==> config.mk <==
export PLATFORM = sky130hd
export DESIGN_NAME = ext_pin_int
export DESIGN_NICKNAME = d
export VERILOG_FILES = /design/src/rtl/ext_pin_int_pkg.sv /design/src/rtl/ext_pin_int.sv
export VERILOG_INCLUDE_DIRS = /design/src /design/src/rtl
export SDC_FILE = /design/constraint.sdc
export NUM_CORES = 1
export LEC_CHECK = 0
export BUFFER_PORTS_ARGS = -buffer_cell sky130_fd_sc_hd__buf_2
export CORE_ASPECT_RATIO = 2
export CORE_UTILIZATION = 40
export DETAILED_ROUTE_END_ITERATION = 16
export PLACE_DENSITY_LB_ADDON = 0.15
export SKIP_CTS_REPAIR_TIMING = 1
export SLEW_MARGIN = 40
export SYNTH_ARGS = -nofsm -noshare
export SYNTH_HDL_FRONTEND = slang
export SYNTH_SLANG_ARGS = --single-unit
export TNS_END_PERCENT = 20
==> constraint.sdc <==
create_clock -name MCLK -period 3 [get_ports MCLK]
set_input_delay 0.6 -clock MCLK [delete_from_list [all_inputs] [get_ports MCLK]]
set_output_delay 0.6 -clock MCLK [all_outputs]
set_load 0.02 [all_outputs]
==> src/rtl/ext_pin_int_params.svh <==
`ifndef EXT_PIN_INT_PARAMS_SVH
`define EXT_PIN_INT_PARAMS_SVH

// Word offsets on the register bus (byte addresses)
`define OFS_EDGE_SEL_1     8'h00
`define OFS_EDGE_SEL_2     8'h04
`define OFS_INT_ENABLE_1   8'h08
`define OFS_REQ_FLAGS      8'h0c
`define OFS_WAKE_FLAGS     8'h10
`define OFS_EVT_STATUS     8'h14
`define OFS_EVT_CLEAR      8'h18
`define OFS_EVT_ENABLE     8'h1c

// Field positions
`define POS_NMI_EDGE       7
`define POS_DT_EN          7
`define POS_RTC_EN         6
`define POS_WAKE_EN        5
`define POS_DT_FLAG        7
`define POS_RTC_FLAG       6
`define POS_EVT_DT         7
`define POS_EVT_RTC        6
`define POS_EVT_WAKE       5
`define POS_EVT_NMI        4

// Reset values of the writable bits
`define RST_EDGE_SEL_1     8'h00
`define RST_EDGE_SEL_2     8'h00
`define RST_INT_ENABLE_1   8'h00

// Bits that always read back as one
`define ONES_EDGE_SEL_1    8'h70
`define ONES_EDGE_SEL_2    8'hc0
`define ONES_INT_ENABLE_1  8'h10
`define ONES_REQ_FLAGS     8'h30

// Writable masks
`define WMASK_EDGE_SEL_1   8'h8f
`define WMASK_EDGE_SEL_2   8'h3f
`define WMASK_INT_ENABLE_1 8'hef

// Synchroniser depth ahead of the edge compare
`define SYNC_STAGES        2

`endif

==> src/rtl/ext_pin_int_pkg.sv <==
package ext_pin_int_pkg;

  typedef logic [7:0] reg_byte_t;
  typedef logic [5:0] wake_vec_t;
  typedef logic [3:0] ext_vec_t;

  // Pin order in the combined detection vector
  typedef enum {
    PIN_EXT0, PIN_EXT1, PIN_EXT2, PIN_EXT3,
    PIN_WAKE0, PIN_WAKE1, PIN_WAKE2, PIN_WAKE3, PIN_WAKE4, PIN_WAKE5,
    PIN_NMI, PIN_COUNT
  } pin_index_t;

endpackage

==> src/rtl/ext_pin_int.sv <==
`timescale 1ns/1ps
`include "ext_pin_int_params.svh"


module ext_pin_int
  import ext_pin_int_pkg::*;
(
  input  wire logic        MCLK,
  input  wire logic        RST,
  // Wishbone classic slave
  input  wire logic        WB_CYC_I,
  input  wire logic        WB_STB_I,
  input  wire logic        WB_WE_I,
  input  wire logic [7:0]  WB_ADR_I,
  input  wire logic [3:0]  WB_SEL_I,
  input  wire logic [31:0] WB_DAT_I,
  output logic      [31:0] WB_DAT_O,
  output logic             WB_ACK_O,
  // External pins, asynchronous
  input  wire logic        NMI_PIN,
  input  wire logic [3:0]  EXT_INT_PIN,
  input  wire logic [5:0]  WAKE_PIN,
  // Same-clock event sources, one-cycle pulses
  input  wire logic        RTC_EVENT,
  input  wire logic        DIRECT_TRANS_EVENT,
  // CPU exception logic
  input  wire logic        CPU_INT_MASK,
  output logic             NMI_REQ,
  output logic      [3:0]  EXT_REQ,
  output logic             WAKE_REQ,
  output logic             RTC_REQ,
  output logic             DIRECT_TRANS_REQ,
  // Summary interrupt
  output logic             IRQ_OUT
);

  localparam int NPIN = int'(PIN_COUNT);

  ////////////////////////////////////////////////////////////////////////////
  // Register storage

  reg_byte_t  nmi_ext_edge_select;
  reg_byte_t  wakeup_edge_select;
  reg_byte_t  pin_rtc_trans_int_enable;
  ext_vec_t   ext_req_flag;
  wake_vec_t  wake_req_flag;
  logic       rtc_req_flag;
  logic       dt_req_flag;
  reg_byte_t  evt_status;
  reg_byte_t  evt_enable;

  ////////////////////////////////////////////////////////////////////////////
  // Bus decode

  logic       bus_req;
  logic       wr_lane0;
  reg_byte_t  wr_byte;
  logic       wr_edge1;
  logic       wr_edge2;
  logic       wr_enable1;
  logic       wr_flags;
  logic       wr_wflags;
  logic       wr_evt_clear;
  logic       wr_evt_enable;

  // Ack rises on the edge that takes the request, so a master sees one wait cycle
  assign bus_req  = WB_CYC_I && WB_STB_I && !WB_ACK_O;
  assign wr_lane0 = bus_req && WB_WE_I && WB_SEL_I[0];
  assign wr_byte  = WB_DAT_I[7:0];

  assign wr_edge1      = wr_lane0 && (WB_ADR_I == `OFS_EDGE_SEL_1);
  assign wr_edge2      = wr_lane0 && (WB_ADR_I == `OFS_EDGE_SEL_2);
  assign wr_enable1    = wr_lane0 && (WB_ADR_I == `OFS_INT_ENABLE_1);
  assign wr_flags      = wr_lane0 && (WB_ADR_I == `OFS_REQ_FLAGS);
  assign wr_wflags     = wr_lane0 && (WB_ADR_I == `OFS_WAKE_FLAGS);
  assign wr_evt_clear  = wr_lane0 && (WB_ADR_I == `OFS_EVT_CLEAR);
  assign wr_evt_enable = wr_lane0 && (WB_ADR_I == `OFS_EVT_ENABLE);

  ////////////////////////////////////////////////////////////////////////////
  // Pin synchronisers and edge detection

  logic [NPIN-1:0] pin_raw;
  logic [NPIN-1:0] edge_sel;
  logic [NPIN-1:0] pin_edge;

  assign pin_raw  = {NMI_PIN, WAKE_PIN, EXT_INT_PIN};
  assign edge_sel = {nmi_ext_edge_select[`POS_NMI_EDGE],
                     wakeup_edge_select[5:0],
                     nmi_ext_edge_select[3:0]};

  // Edges stay masked until prev holds a real synchronised sample, so a pin
  // resting high at release gives no false rising edge
  logic [`SYNC_STAGES:0] warm;

  always_ff @(posedge MCLK) begin
    if (RST) begin
      warm <= '0;
    end else begin
      warm <= {warm[`SYNC_STAGES-1:0], 1'b1};
    end
  end

  genvar gi;
  generate
    for (gi = 0; gi < NPIN; gi++) begin : g_pin
      logic [`SYNC_STAGES-1:0] sync;
      logic                    prev;
      logic                    cur;

      // First stage feeds only the second
      always_ff @(posedge MCLK) begin
        if (RST) begin
          sync <= '0;
        end else begin
          sync <= {sync[`SYNC_STAGES-2:0], pin_raw[gi]};
        end
      end

      assign cur = sync[`SYNC_STAGES-1];

      always_ff @(posedge MCLK) begin
        if (RST) begin
          prev <= 1'b0;
        end else begin
          prev <= cur;
        end
      end

      assign pin_edge[gi] = warm[`SYNC_STAGES] && (edge_sel[gi] ? (cur && !prev)
                                                              : (!cur && prev));
    end
  endgenerate

  logic      nmi_edge;
  ext_vec_t  ext_edge;
  wake_vec_t wake_edge;

  assign nmi_edge  = pin_edge[PIN_NMI];
  assign ext_edge  = pin_edge[PIN_EXT3:PIN_EXT0];
  assign wake_edge = pin_edge[PIN_WAKE5:PIN_WAKE0];

  ////////////////////////////////////////////////////////////////////////////
  // Configuration registers

  always_ff @(posedge MCLK) begin
    if (RST) begin
      nmi_ext_edge_select <= `RST_EDGE_SEL_1;
    end else if (wr_edge1) begin
      nmi_ext_edge_select <= wr_byte & `WMASK_EDGE_SEL_1;
    end
  end

  always_ff @(posedge MCLK) begin
    if (RST) begin
      wakeup_edge_select <= `RST_EDGE_SEL_2;
    end else if (wr_edge2) begin
      wakeup_edge_select <= wr_byte & `WMASK_EDGE_SEL_2;
    end
  end

  always_ff @(posedge MCLK) begin
    if (RST) begin
      pin_rtc_trans_int_enable <= `RST_INT_ENABLE_1;
    end else if (wr_enable1) begin
      pin_rtc_trans_int_enable <= wr_byte & `WMASK_INT_ENABLE_1;
    end
  end

  logic     direct_trans_int_en;
  logic     rtc_int_en;
  logic     wake_int_en;
  ext_vec_t ext_int_en;

  assign direct_trans_int_en = pin_rtc_trans_int_enable[`POS_DT_EN];
  assign rtc_int_en          = pin_rtc_trans_int_enable[`POS_RTC_EN];
  assign wake_int_en         = pin_rtc_trans_int_enable[`POS_WAKE_EN];
  assign ext_int_en          = pin_rtc_trans_int_enable[3:0];

  ////////////////////////////////////////////////////////////////////////////
  // Request flags: set on event, cleared by writing 0, set wins

  always_ff @(posedge MCLK) begin
    if (RST) begin
      ext_req_flag <= '0;
    end else begin
      // A colliding edge survives the clear so the request is still taken
      ext_req_flag <= (wr_flags ? (ext_req_flag & wr_byte[3:0]) : ext_req_flag)
                      | ext_edge;
    end
  end

  always_ff @(posedge MCLK) begin
    if (RST) begin
      wake_req_flag <= '0;
    end else begin
      wake_req_flag <= (wr_wflags ? (wake_req_flag & wr_byte[5:0]) : wake_req_flag)
                       | wake_edge;
    end
  end

  always_ff @(posedge MCLK) begin
    if (RST) begin
      rtc_req_flag <= 1'b0;
    end else begin
      rtc_req_flag <= (wr_flags ? (rtc_req_flag & wr_byte[`POS_RTC_FLAG]) : rtc_req_flag)
                      | RTC_EVENT;
    end
  end

  always_ff @(posedge MCLK) begin
    if (RST) begin
      dt_req_flag <= 1'b0;
    end else begin
      dt_req_flag <= (wr_flags ? (dt_req_flag & wr_byte[`POS_DT_FLAG]) : dt_req_flag)
                     | DIRECT_TRANS_EVENT;
    end
  end

  ////////////////////////////////////////////////////////////////////////////
  // Requests to the CPU

  // Software is expected to clear only while masked; unmasked clears still
  // leave a colliding request pending through the set-wins flags above.
  logic     unmasked;
  ext_vec_t next_ext_req;
  logic     next_wake_req;
  logic     next_rtc_req;
  logic     next_dt_req;

  assign unmasked      = !CPU_INT_MASK;
  assign next_ext_req  = (ext_req_flag & ext_int_en) & {4{unmasked}};
  assign next_wake_req = (|wake_req_flag) && wake_int_en && unmasked;
  assign next_rtc_req  = rtc_req_flag && rtc_int_en && unmasked;
  assign next_dt_req   = dt_req_flag && direct_trans_int_en && unmasked;

  always_ff @(posedge MCLK) begin
    if (RST) begin
      EXT_REQ          <= '0;
      WAKE_REQ         <= 1'b0;
      RTC_REQ          <= 1'b0;
      DIRECT_TRANS_REQ <= 1'b0;
    end else begin
      EXT_REQ          <= next_ext_req;
      WAKE_REQ         <= next_wake_req;
      RTC_REQ          <= next_rtc_req;
      DIRECT_TRANS_REQ <= next_dt_req;
    end
  end

  // Non-maskable request ignores the mask entirely
  always_ff @(posedge MCLK) begin
    if (RST) begin
      NMI_REQ <= 1'b0;
    end else begin
      NMI_REQ <= nmi_edge;
    end
  end

  ////////////////////////////////////////////////////////////////////////////
  // Event status, clear and enable for the summary interrupt

  reg_byte_t evt_set;

  assign evt_set = {DIRECT_TRANS_EVENT, RTC_EVENT, |wake_edge, nmi_edge, ext_edge};

  always_ff @(posedge MCLK) begin
    if (RST) begin
      evt_status <= '0;
    end else if (wr_evt_clear) begin
      evt_status <= (evt_status & ~wr_byte) | evt_set;
    end else begin
      evt_status <= evt_status | evt_set;
    end
  end

  always_ff @(posedge MCLK) begin
    if (RST) begin
      evt_enable <= '0;
    end else if (wr_evt_enable) begin
      evt_enable <= wr_byte;
    end
  end

  always_ff @(posedge MCLK) begin
    if (RST) begin
      IRQ_OUT <= 1'b0;
    end else begin
      IRQ_OUT <= |(evt_status & evt_enable);
    end
  end

  ////////////////////////////////////////////////////////////////////////////
  // Read mux and acknowledge

  reg_byte_t rd_byte;

  always_comb begin
    rd_byte = '0;
    case (WB_ADR_I)
      `OFS_EDGE_SEL_1:   rd_byte = nmi_ext_edge_select | `ONES_EDGE_SEL_1;
      `OFS_EDGE_SEL_2:   rd_byte = wakeup_edge_select | `ONES_EDGE_SEL_2;
      `OFS_INT_ENABLE_1: rd_byte = pin_rtc_trans_int_enable | `ONES_INT_ENABLE_1;
      `OFS_REQ_FLAGS:    rd_byte = {dt_req_flag, rtc_req_flag, 2'b00, ext_req_flag}
                                   | `ONES_REQ_FLAGS;
      `OFS_WAKE_FLAGS:   rd_byte = {2'b00, wake_req_flag};
      `OFS_EVT_STATUS:   rd_byte = evt_status;
      `OFS_EVT_ENABLE:   rd_byte = evt_enable;
      default:           rd_byte = '0;
    endcase
  end

  always_ff @(posedge MCLK) begin
    if (RST) begin
      WB_ACK_O <= 1'b0;
    end else begin
      WB_ACK_O <= bus_req;
    end
  end

  // Unmapped and write-only offsets answer with zero
  always_ff @(posedge MCLK) begin
    if (RST) begin
      WB_DAT_O <= '0;
    end else if (bus_req && !WB_WE_I) begin
      WB_DAT_O <= {24'h000000, rd_byte};
    end
  end

endmodule

==> Word-level counts from Yosys, hierarchy flattened <==
Cells that the tools add are included.
{ "op_classes": {"n_eq_ne": 7, "mux": 18, "n_bitwise": 15, "n_reduce_logical": 80} }
{ "ops": {"columns": ["operator", "n"], "rows": [
  ["8-bit one-hot mux with 7 select lines", 1],
  ["1-bit logical AND", 51],
  ["8-bit by 5-bit equality test with 1-bit output, second input constant", 4],
  ["1-bit logical NOT", 25],
  ["8-bit AND", 2],
  ["8-bit by 4-bit equality test with 1-bit output, second input constant", 2],
  ["8-bit bitwise OR", 2],
  ["1-bit 2-to-1 mux", 14],
  ["4-bit AND", 3],
  ["6-bit OR reduction", 2],
  ["8-bit by 3-bit equality test with 1-bit output, second input constant", 1],
  ["8-bit logical NOT", 1],
  ["8-bit 2-to-1 mux", 1],
  ["8-bit NOT", 1],
  ["8-bit OR reduction", 1],
  ["6-bit AND", 1],
  ["6-bit 2-to-1 mux", 1],
  ["6-bit bitwise OR", 1],
  ["4-bit 2-to-1 mux", 1],
  ["4-bit bitwise OR", 1],
  ["1-bit AND", 2],
  ["1-bit bitwise OR", 2]
]} }
{ "word_totals": {"reg_bits": 100, "out_inout_bits": 42, "elab_cells": 161} }

==> Logic depth before layout (Yosys ltp) <==
Gate-level depths: netlist of run 1.
{ "logic_depth": {"depth_word": 7, "depth_mapped": 7, "ltp_nobuf": 4} }

==> Worst setup path after synthesis of run 1 <==
Ideal clock, no wire load.
{ "synth_timing": {"kind": "input to register", "startpoint": "input WB_ADR_I[0]", "endpoint": "register ext_req_flag[3]", "setup_ps": 132, "t_arrival_ps": 2241, "required_time_ps": 2868, "path_slack_ps": 627, "path_stages": 5, "n_path_buf": 1, "path_cell_list": "or4_4 -> or4_4 -> clkbuf_8 -> o41ai_1 -> a21oi_1"} }
{ "synth_between": {"elab_chain_cells": 4} }
{ "synth_rtl": {"columns": ["element", "line_no", "source"], "rows": [
  ["start, declared", "ext_pin_int.sv:14", "input wire logic [7:0] WB_ADR_I,"],
  ["8-bit by 4-bit equality test with 1-bit output", null, null],
  ["1-bit logical AND", "ext_pin_int.sv:74", "assign wr_flags = wr_lane0 && (WB_ADR_I == `OFS_REQ_FLAGS);"],
  ["4-bit 2-to-1 mux", "ext_pin_int.sv:187", "ext_req_flag <= (wr_flags ? (ext_req_flag & wr_byte[3:0]) : ext_req_flag)"],
  ["4-bit bitwise OR", "ext_pin_int.sv:188", "| ext_edge;"],
  ["end signal, assigned", "ext_pin_int.sv:187", null],
  ["end, declared", "ext_pin_int.sv:45", "ext_vec_t ext_req_flag;"]
]} }
No other way between the ends.
A chain may end at the register's enable or synchronous reset.

==> Worst setup path after layout of run 1 <==
{ "layout_timing": {"startpoint": "input WB_ADR_I[0]", "endpoint": "register evt_enable[3]"} }
{ "layout_between": {"elab_chain_cells": 2} }
{ "layout_rtl": {"columns": ["element", "line_no", "source"], "rows": [
  ["8-bit by 5-bit equality test with 1-bit output", null, null],
  ["1-bit logical AND", "ext_pin_int.sv:77", "assign wr_evt_enable = wr_lane0 && (WB_ADR_I == `OFS_EVT_ENABLE);"],
  ["end signal, assigned", "ext_pin_int.sv:280", "evt_enable <= wr_byte;"],
  ["end, declared", "ext_pin_int.sv:50", "reg_byte_t evt_enable;"]
]} }
No other way between the ends.

==> results of run 1 <==
## stage by stage
stage	hold WS [ns]	power, mW	util (%)	setup slack, ns	std cells
2_1_floorplan	0.414	1.53	-	0.627	466
3_3_place_gp	0.416	1.57	44.0	0.406	617
3_5_place_dp	0.420	1.58	44.0	0.372	617
4_1_cts	0.437	2.85	47.3	0.742	633
5_1_grt	0.462	2.94	47.4	0.652	633
6_report	0.437	2.82	47.4	0.735	633
## flip-flops by register name, indices dropped and copies added (netlist names)
| name | flops |
|---|---|
| DIRECT_TRANS_REQ | 1 |
| EXT_REQ | 4 |
| IRQ_OUT | 1 |
| NMI_REQ | 1 |
| RTC_REQ | 1 |
| WAKE_REQ | 1 |
| WB_ACK_O | 1 |
| WB_DAT_O | 8 |
| dt_req_flag | 1 |
| evt_enable | 8 |
| evt_status | 8 |
| ext_req_flag | 4 |
| g_pin.prev | 11 |
| g_pin.sync | 22 |
| nmi_ext_edge_select | 5 |
| pin_rtc_trans_int_enable | 7 |
| rtc_req_flag | 1 |
| wake_req_flag | 6 |
| wakeup_edge_select | 6 |
| warm | 3 |
## cell type report
class                      instances  share of cell area, %
sequential                       100                   41.9
multi-input combinational        309                   39.8
timing repair buffer              61                   6.81
clock buffer                      11                   5.29
tap                              135                   3.54
clock inverter                     5                   1.73
inverter                          12                  0.943
## synth_stat cells (5+ instances only)
cell	count	share of area, %
nand3_1	11	1.3
clkbuf_1	14	1.3
a221oi_1	5	1.1
inv_1	11	1.0
o21ai_0	33	4.0
o41ai_1	5	1.1
nor2_1	16	1.5
nand2_1	46	4.2
nor3b_1	10	1.8
a21oi_1	31	3.8
nor2b_1	38	5.8
buf_1	5	0.46
buf_4	24	4.4
and3b_1	5	1.1
and3_1	7	1.1
o31ai_1	6	1.1
dfxtp_1	100	49
mux2i_1	22	5.3
a22oi_1	7	1.3
## cells in the final DEF, fill, tap and decap left out, types with 4 or more instances in the layout
cell type  netlist  routed
o211ai_1         4       4
inv_1           11      11
and3b_1          5       5
and3_1           7       7
nand2_1         46      46
clkbuf_16        0       9
nand3_1         11      11
conb_1           1      24
nor2_1          16      16
buf_2            1      53
a22oi_1          7       7
dfxtp_1        100     100
mux2i_1         22      22
a221oi_1         5       5
o21ai_0         33      33
a21oi_1         31      31
nor3b_1         10      10
buf_4           24       8
nor2b_1         38      38
o31ai_1          6       6
o41ai_1          5       5
## power by group
group	switching, mW	leakage, nW	total [mW]	internal (mW)
clock	0.496	0.166	1.28	0.780
combinational	0.122	0.999	0.179	0.0575
sequential	0.0144	0.813	1.37	1.35
total	0.632	1.98	2.82	2.19
## logic make-up (layout without fill, tap and decap cells)
kind of cell	count (synthesis)	in the layout	share of synthesized area [%]
AND/OR/NAND/NOR	155	155	21.2
buffers and inverters	57	89	7.65
flip-flops	100	100	48.5
AO/OA/AOI/OAI	106	106	16.4
multiplexers	24	24	6.16
other	1	24	0.0909
## critical path, cell delays in order
cell and delay (ns):
buf_2 0.09, or4_4 0.57, or4_4 0.69, nor2_2 0.15
buf_4 0.21, mux2i_1 0.21
## layer usage
metal / vias to the layer above / GRT usage (%) / share of wire [%]
met5: - / 0 / 0
met4: 0 / 11.4 / 4.7
met3: 28 / 2.70 / 5.0
met2: 141 / 34.7 / 52
met1: 1531 / 22.9 / 38
li1: 1625 / - / -
## path summary, 6_finish.rpt
| path | start | end | slack (ns) | cells past startpoint |
|---|---|---|---|---|
| hold / removal | g_pin[7].sync[0] | g_pin[7].sync[1] | 0.44 | 1 |
| hold reg to reg | g_pin[7].sync[0] | g_pin[7].sync[1] | 0.44 | 1 |
| setup / recovery | WB_ADR_I[0] | evt_enable[3] | 0.74 | 6 |
| setup reg to reg | WB_ACK_O | evt_enable[3] | 1.03 | 5 |
==> flow_summary.toml, run 1 <==
[run_status]
status = "complete, no violations"

[drt]
via_per_inst = 5.25
routed_wl_mm = 10.1
wl_per_cell_um = 16.0
via_count = 3325
drc = 0
first_pass_iters = 5
dr.first_iter.drc_count = 410
antenna_left = 0

[floorplanning]
dieArea_sq_um = 10700
die_h_um = 146
die_x_um = 73.8
row_count = 52
core-area_sq_um = 10100
start_util_pct = 40.9
ios = 105

[yosys]
synthCells = 443
synth-async-reset-ratio_pct = 0
synth-seq-area-share_pct = 48.5
ys_dominant_reg_cell = "dfxtp_1"
avgSynthCellArea_sq_um = 9.31
synth_edf_count = 0
synth_cell_types = 50
syn_area_sq_um = 4120
ys_seq_elements = 100
yosysWarnings = 0

[clocking]
clk_path_buf_depth = 2
insertion_delay_ns = 0.34
cts-root-buf = "clkbuf_16"
cts_inserted_buffers = 9
clock-sinks = 100
cts-htree-levels = 3
path_clk_slew_ns = 0.07
cts_tree = "yes"

[sta]
min_period_ns = 2.26
fmax_mhz = 442
finalSetupTns_ns = 0
slew_headroom_pct = 56.1
rsz0062_at_grt = "no"
hold_viol_final = 0
fin_skew_ns = 0.00602
finalMaxSlewViolations = 0
fin_crit_sh_pct = 75.5
worst_slew_pin_slew_ns = 0.656
setup_viol = 0

[min_path]
hp-class = "reg2reg"

[setup_path]
cp_max_fo = 21
required_ns = 3.26
cp-start-kind = "primary input"
end_kind = "register"
cp.arrival_ns = 2.53
crit_type = "in2reg"

[place]
placed_area_sq_um = 4430
dp_hpwl_mm = 7.35
place_congestion = 0.895
port_buffers = 53

[power]
ir_drop_mv = 0.305
p_leak_nw = 1.98
power_density_nw_per_um2 = 591

[cells_and_area]
multi_input_area_sq_um = 1900
fill_cells = 1001
syn_to_final_growth_pct = 15.8
diodes = 0
regArea_sq_um = 2000
fin_area_sq_um = 4780
drive_above_1_share_pct = 18.1
layout.nets = 556

[global_route]
grt_pass1_wl_mm = 16.2
gr-total-overflow = 0
grt.total_usage_pct = 20.1
antenna_found_initial = 0
grt_max_degree = 36
grt_pass1_vias = 3053

[job]
cap_viol_max_count = 0
Power figures use the tool's default switching activity.
==> run 2: changes to the inputs <==
--- a/config.mk
+++ b/config.mk
@@ -6,6 +6,7 @@
 export SDC_FILE = /design/constraint.sdc
 export NUM_CORES = 1
 export LEC_CHECK = 0
+export ABC_AREA = 1
 export BUFFER_PORTS_ARGS = -buffer_cell sky130_fd_sc_hd__buf_2
 export CORE_ASPECT_RATIO = 2
 export CORE_UTILIZATION = 40
==> constraint.sdc (replaced) <==
create_clock -name MCLK -period 2.2 [get_ports MCLK]
set_input_delay 0.44 -clock MCLK [delete_from_list [all_inputs] [get_ports MCLK]]
set_output_delay 0.44 -clock MCLK [all_outputs]
set_load 0.02 [all_outputs]
==> run 2 against run 1 <==
  * Register-to-register slack got worse by 0.39 ns
  * Clock power increased by 16%
  * Critical endpoint is now evt_status[1]
  * Via count increased by 8.9%
  * Sequential share of layout area decreased by 0.66 points
  * Cell area increased by 1.6%
  * Critical path depth increased by 2
==> flow_summary.toml, run 2 <==
[setup_path]
worst-path-stages = 8
crit_type = "reg2reg"
crit_path_max_incr_delay_ns = 0.32
startpoint = "WB_ACK_O"
crit_slowest_cell = "dfxtp_1"
reg2reg_slack_ns = 0.64
path_cells = "nor2_2 > nand3_1 > inv_2 > nand3_2 > o21ai_0 > nand2_1 > nand2_1 > inv_1"
r2r-start = "WB_ACK_O"
cp.arrival_ns = 1.80
critPathTopFamily = "simple AND/OR/NAND/NOR gates"
cpMostUsedCell = "nand2_1"
critPathBufInv = 2
required_ns = 2.44
reg2reg_depth = 8
cp_max_fo = 8
end_kind = "register"
endpoint = "evt_status[1]"
rr_endpoint = "evt_status[1]"
cp-start-kind = "register"

[sta]
worst_slew_pin_slew_ns = 0.629
min_period_ns = 1.56
fmax_mhz = 643
finalMaxSlewViolations = 0
fin_crit_sh_pct = 70.7
rsz0062_at_grt = "no"
fin_skew_ns = 0.00513
slew_headroom_pct = 57.9
hold_viol_final = 0
worst_slack_ns = 0.644
finalSetupTns_ns = 0
setup_viol = 0

[power]
switching_power_mw = 0.845
power_mw = 3.58
ir_drop_mv = 0.438
p_leak_nw = 2.26
intPower_mw = 2.74
power_density_nw_per_um2 = 738
power.share.sequential_pct = 52.1
power_frac_comb_pct = 6.3
pwr-share-clk_pct = 41.7
switching_share_pct = 23.6

[floorplanning]
start_util_pct = 41.1
row_count = 53
die_x_um = 75.4
dieArea_sq_um = 11200
die_h_um = 149
core-area_sq_um = 10500
ios = 105

[clocking]
insertion_delay_ns = 0.34
cts_tree = "yes"
cts_inserted_buffers = 9
clk_path_buf_depth = 2
clock-sinks = 100
cts-root-buf = "clkbuf_16"
path_clk_slew_ns = 0.07
cts-htree-levels = 3

[drt]
drc = 0
dr.first_iter.drc_count = 185
via_per_inst = 4.75
antenna_left = 0
first_pass_iters = 4
routed_wl_mm = 10.2
via_count = 3621
wl_per_cell_um = 13.4

[min_path]
hp-class = "in2reg"

[cells_and_area]
layout.cells.non_filler = 762
final_cell_mix = "100 x dfxtp_1, 96 x nand2_1, 73 x inv_1, 70 x nor2_1"
diodes = 0
drive_above_1_share_pct = 17.8
regArea_sq_um = 2000
multi_input_area_sq_um = 1800
layout.nets = 683
syn_to_final_growth_pct = 12.6
final_common_cell = "dfxtp_1"
fill_cells = 1139
reg_top3 = "g_pin.sync: 22 flops, g_pin.prev: 11 flops"
top_register = "g_pin.sync"
largest_reg_flops = 22

[place]
port_buffers = 53
dp_cells = 746
dp_hpwl_mm = 7.68
place_congestion = 0.849
place_ws_ns = 0.320

[yosys]
yosysWarnings = 0
synth_top_area_share_pct = 46.5
yosys-top-cells-area = "dfxtp_1 46%, nand2_1 8.4%, inv_1 6.4%, o21ai_0 6.2%, nor2_1 6.1%"
ys_dominant_reg_cell = "dfxtp_1"
synth_edf_count = 0
avgSynthCellArea_sq_um = 7.56
yosys.cell_count.top_type = "dfxtp_1"
synth_common_cells = "100 x dfxtp_1, 96 x nand2_1, 73 x inv_1"
synth_top_cell_by_area = "dfxtp_1"
synth-async-reset-ratio_pct = 0
ys_seq_elements = 100
synth_cell_types = 27
syn_area_sq_um = 4310
synth-seq-area-share_pct = 46.5
synthCells = 570

[global_route]
gr-total-overflow = 0
grt_pass1_wl_mm = 16.4
antenna_found_initial = 0
grt.total_usage_pct = 19.9
grt_pass1_vias = 3402
grt_max_degree = 36

[job]
cap_viol_max_count = 0

[run_status]
status = "complete, no violations"
[run 2: power by group through the flow]
stage	clock network, mW	logic (mW)	registers [mW]
floorplan	0	0.182	1.90
global placement	0	0.220	1.90
detailed placement	0	0.225	1.91
CTS	1.53	0.226	1.86
finish	1.49	0.224	1.86
global route	1.60	0.251	1.87
[run 2: how the worst min path moves through the flow]
stage / start / end / slack [ns] / cells past startpoint
after CTS: WAKE_PIN[1] / g_pin[5].sync[0] / 0.29 / 3
after global placement: g_pin[9].sync[0] / g_pin[9].sync[1] / 0.39 / 2
after floorplan: g_pin[0].sync[0] / g_pin[0].sync[1] / 0.39 / 2
final: WAKE_PIN[1] / g_pin[5].sync[0] / 0.30 / 3
after detailed placement: g_pin[8].sync[0] / g_pin[8].sync[1] / 0.39 / 2
after global routing: NMI_PIN / g_pin[10].sync[0] / 0.30 / 3
[run 2: final cells by class]
| cell class | count | area share, % |
|---|---|---|
| multi-input combinational | 373 | 37.1 |
| sequential | 100 | 41.3 |
| inverter | 79 | 6.21 |
| clock inverter | 4 | 0.490 |
| clock buffer | 12 | 5.29 |
| timing repair buffer | 57 | 6.09 |
| tap | 137 | 3.53 |
[run 2: kinds of logic (layout without fill, tap and decap cells)]
logic type             Yosys count  in the layout  synth area share (%)
and+or+nand+nor                232            232                  25.3
buffers and inverters          120            152                  13.7
AOI/OAI and AO/OA              117            117                  14.5
DFF                            100            100                  46.5
other                            1             24                0.0870
[run 2: layer usage]
layer / routed length [um] / vias up / GRT usage (%)
met4: 493 / 0 / 11.9
met1: 3900 / 1626 / 20.8
met2: 5400 / 112 / 35.4
li1: - / 1855 / -
met3: 413 / 28 / 3.38
met5: 0 / - / 0
[run 2: tightest hold or removal path, stage by stage]
cell	delay [ns]
buf_2	0.07
inv_1	0.03
nor2_1	0.06
[run 2: through the flow]
step | hold slack, ns | util, % | instance area (sq um)
after floorplan | 0.388 | - | 4390
after global placement | 0.389 | 43.6 | 4570
after detailed placement | 0.393 | 43.6 | 4570
after CTS | 0.291 | 46.3 | 4850
after global routing | 0.296 | 46.3 | 4850
final | 0.297 | 46.3 | 4850
==> run 3: changes to the inputs <==
--- a/config.mk
+++ b/config.mk
@@ -6,7 +6,7 @@
 export SDC_FILE = /design/constraint.sdc
 export NUM_CORES = 1
 export LEC_CHECK = 0
-export ABC_AREA = 1
+export ABC_AREA = 0
 export BUFFER_PORTS_ARGS = -buffer_cell sky130_fd_sc_hd__buf_2
 export CORE_ASPECT_RATIO = 2
 export CORE_UTILIZATION = 40
==> constraint.sdc (replaced) <==
create_clock -name MCLK -period 1.6 [get_ports MCLK]
set_input_delay 0.32 -clock MCLK [delete_from_list [all_inputs] [get_ports MCLK]]
set_output_delay 0.32 -clock MCLK [all_outputs]
set_load 0.02 [all_outputs]
==> run 3 against run 2 <==
  * The run now ends with negative setup slack left
  * Clock-buffer cell count unchanged
  * Flip-flop and latch count unchanged
  * Sequential power up 38%
  * Core utilization up 5.0 points
  * Critical endpoint is now rtc_req_flag
  * Largest power group unchanged
==> flow_summary.toml, run 3 (synthesis results as in run 1) <==
[run_status]
status = "complete, but fails checks"
failed_checks = "negative setup slack"

[floorplanning]
core-area_sq_um = 10100
start_util_pct = 40.9
dieArea_sq_um = 10700
die_h_um = 146
ios = 105
row_count = 52
die_x_um = 73.8

[sta]
fin_crit_sh_pct = 112
slew_headroom_pct = 67.1
finalMaxSlewViolations = 0
setup_viol = 46
fmax_mhz = 557
hold_viol_final = 0
rsz0062_at_grt = "yes"
fin_skew_ns = 0.00532
holdWs_ns = 0.177
worst_slack_ns = -0.195
min_period_ns = 1.79
worst_slew_pin_slew_ns = 0.488

[global_route]
antenna_found_initial = 0
grt_max_degree = 35
grt_pass1_vias = 3382
grt.total_usage_pct = 21.1
gr-total-overflow = 0
grt_pass1_wl_mm = 17.0

[drt]
drc = 0
routed_wl_mm = 11.2
dr.first_iter.drc_count = 321
antenna_left = 0
wl_per_cell_um = 16.9
via_per_inst = 5.38
first_pass_iters = 5
via_count = 3576

[cells_and_area]
top_register = "g_pin.sync"
diodes = 0
final_common_cell = "dfxtp_1"
drive_above_1_share_pct = 24.5
final_cell_mix = "100 x dfxtp_1, 52 x buf_2, 46 x nand2_1, 38 x nor2b_1, 31 x buf_4"
syn_to_final_growth_pct = 25.4
reg_top3 = "g_pin.sync: 22 flops, g_pin.prev: 11 flops"
layout.nets = 588
largest_reg_flops = 22

[setup_path]
crit_type = "in2reg"
cp_max_fo = 6
cp-start-kind = "primary input"
required_ns = 1.83
end_kind = "register"
cp.arrival_ns = 2.02

[power]
power_frac_comb_pct = 7.9
power.share.sequential_pct = 48.3
switching_power_mw = 1.21
p_leak_nw = 2.15
switching_share_pct = 22.7
power_mw = 5.31
ir_drop_mv = 0.481
pwr-share-clk_pct = 43.8
intPower_mw = 4.11
power_density_nw_per_um2 = 1030

[place]
dp_hpwl_mm = 8.01
port_buffers = 53
place_congestion = 0.914

[clocking]
clk_path_buf_depth = 2
clock-sinks = 100
insertion_delay_ns = 0.35
cts_inserted_buffers = 9
cts_tree = "yes"
cts-root-buf = "clkbuf_16"
path_clk_slew_ns = 0.06
cts-htree-levels = 3

[job]
cap_viol_max_count = 0

[min_path]
hp-class = "in2reg"
==> run 3: critical path, stage by stage <==
cell	delay, ns
buf_6	0.09
or4_4	0.59
or4_4	0.55
buf_4	0.20
nor3_4	0.17
a311oi_1	0.11
==> run 3: worst paths after layout <==
| kind | start | end | slack [ns] | cells past startpoint |
|---|---|---|---|---|
| max | WB_ADR_I[6] | rtc_req_flag | -0.19 | 6 |
| min | WAKE_PIN[1] | g_pin[5].sync[0] | 0.18 | 2 |
| max reg2reg | WB_ACK_O | rtc_req_flag | -0.15 | 5 |
| min reg2reg | g_pin[6].sync[0] | g_pin[6].sync[1] | 0.44 | 1 |
==> run 3: power groups by stage <==
stage	Combinational [mW]	Clock [mW]	Sequential, mW
floorplan	0.267	0	2.61
global placement	0.394	0	2.62
detailed placement	0.396	0	2.62
CTS	0.398	2.38	2.57
global route	0.454	2.48	2.57
finish	0.421	2.33	2.57
==> run 3: layout make-up <==
class / instances / area (sq um)
tap: 135 / 169
sequential: 100 / 2000
timing repair buffer: 91 / 609
multi-input combinational: 311 / 2030
clock buffer: 12 / 246
fill: 995 / 4910
inverter: 12 / 45.0
clock inverter: 4 / 72.6
==> run 3: per-stage QoR <==
stage / instances / instance area [sq um] / setup slack, ns / utilization (%) / setup TNS [ns]
CTS: 661 / 5030 / -0.329 / 49.9 / -7.49
detailed placement: 645 / 4710 / -0.675 / 46.7 / -25.14
global placement: 645 / 4710 / -0.629 / 46.7 / -23.90
floorplan: 466 / 4240 / -0.465 / - / -16.15
finish: 665 / 5170 / -0.195 / 51.3 / -4.85
global route: 665 / 5170 / -0.227 / 51.3 / -6.90
==> run 3: layer usage <==
metal | vias to the layer above | global-route usage, % | part of all wire [%]
met5 | - | 0 | 0
met2 | 173 | 35.9 | 53
met4 | 0 | 15.1 | 6.4
li1 | 1697 | - | -
met3 | 48 | 3.81 | 4.8
met1 | 1658 | 22.5 | 36
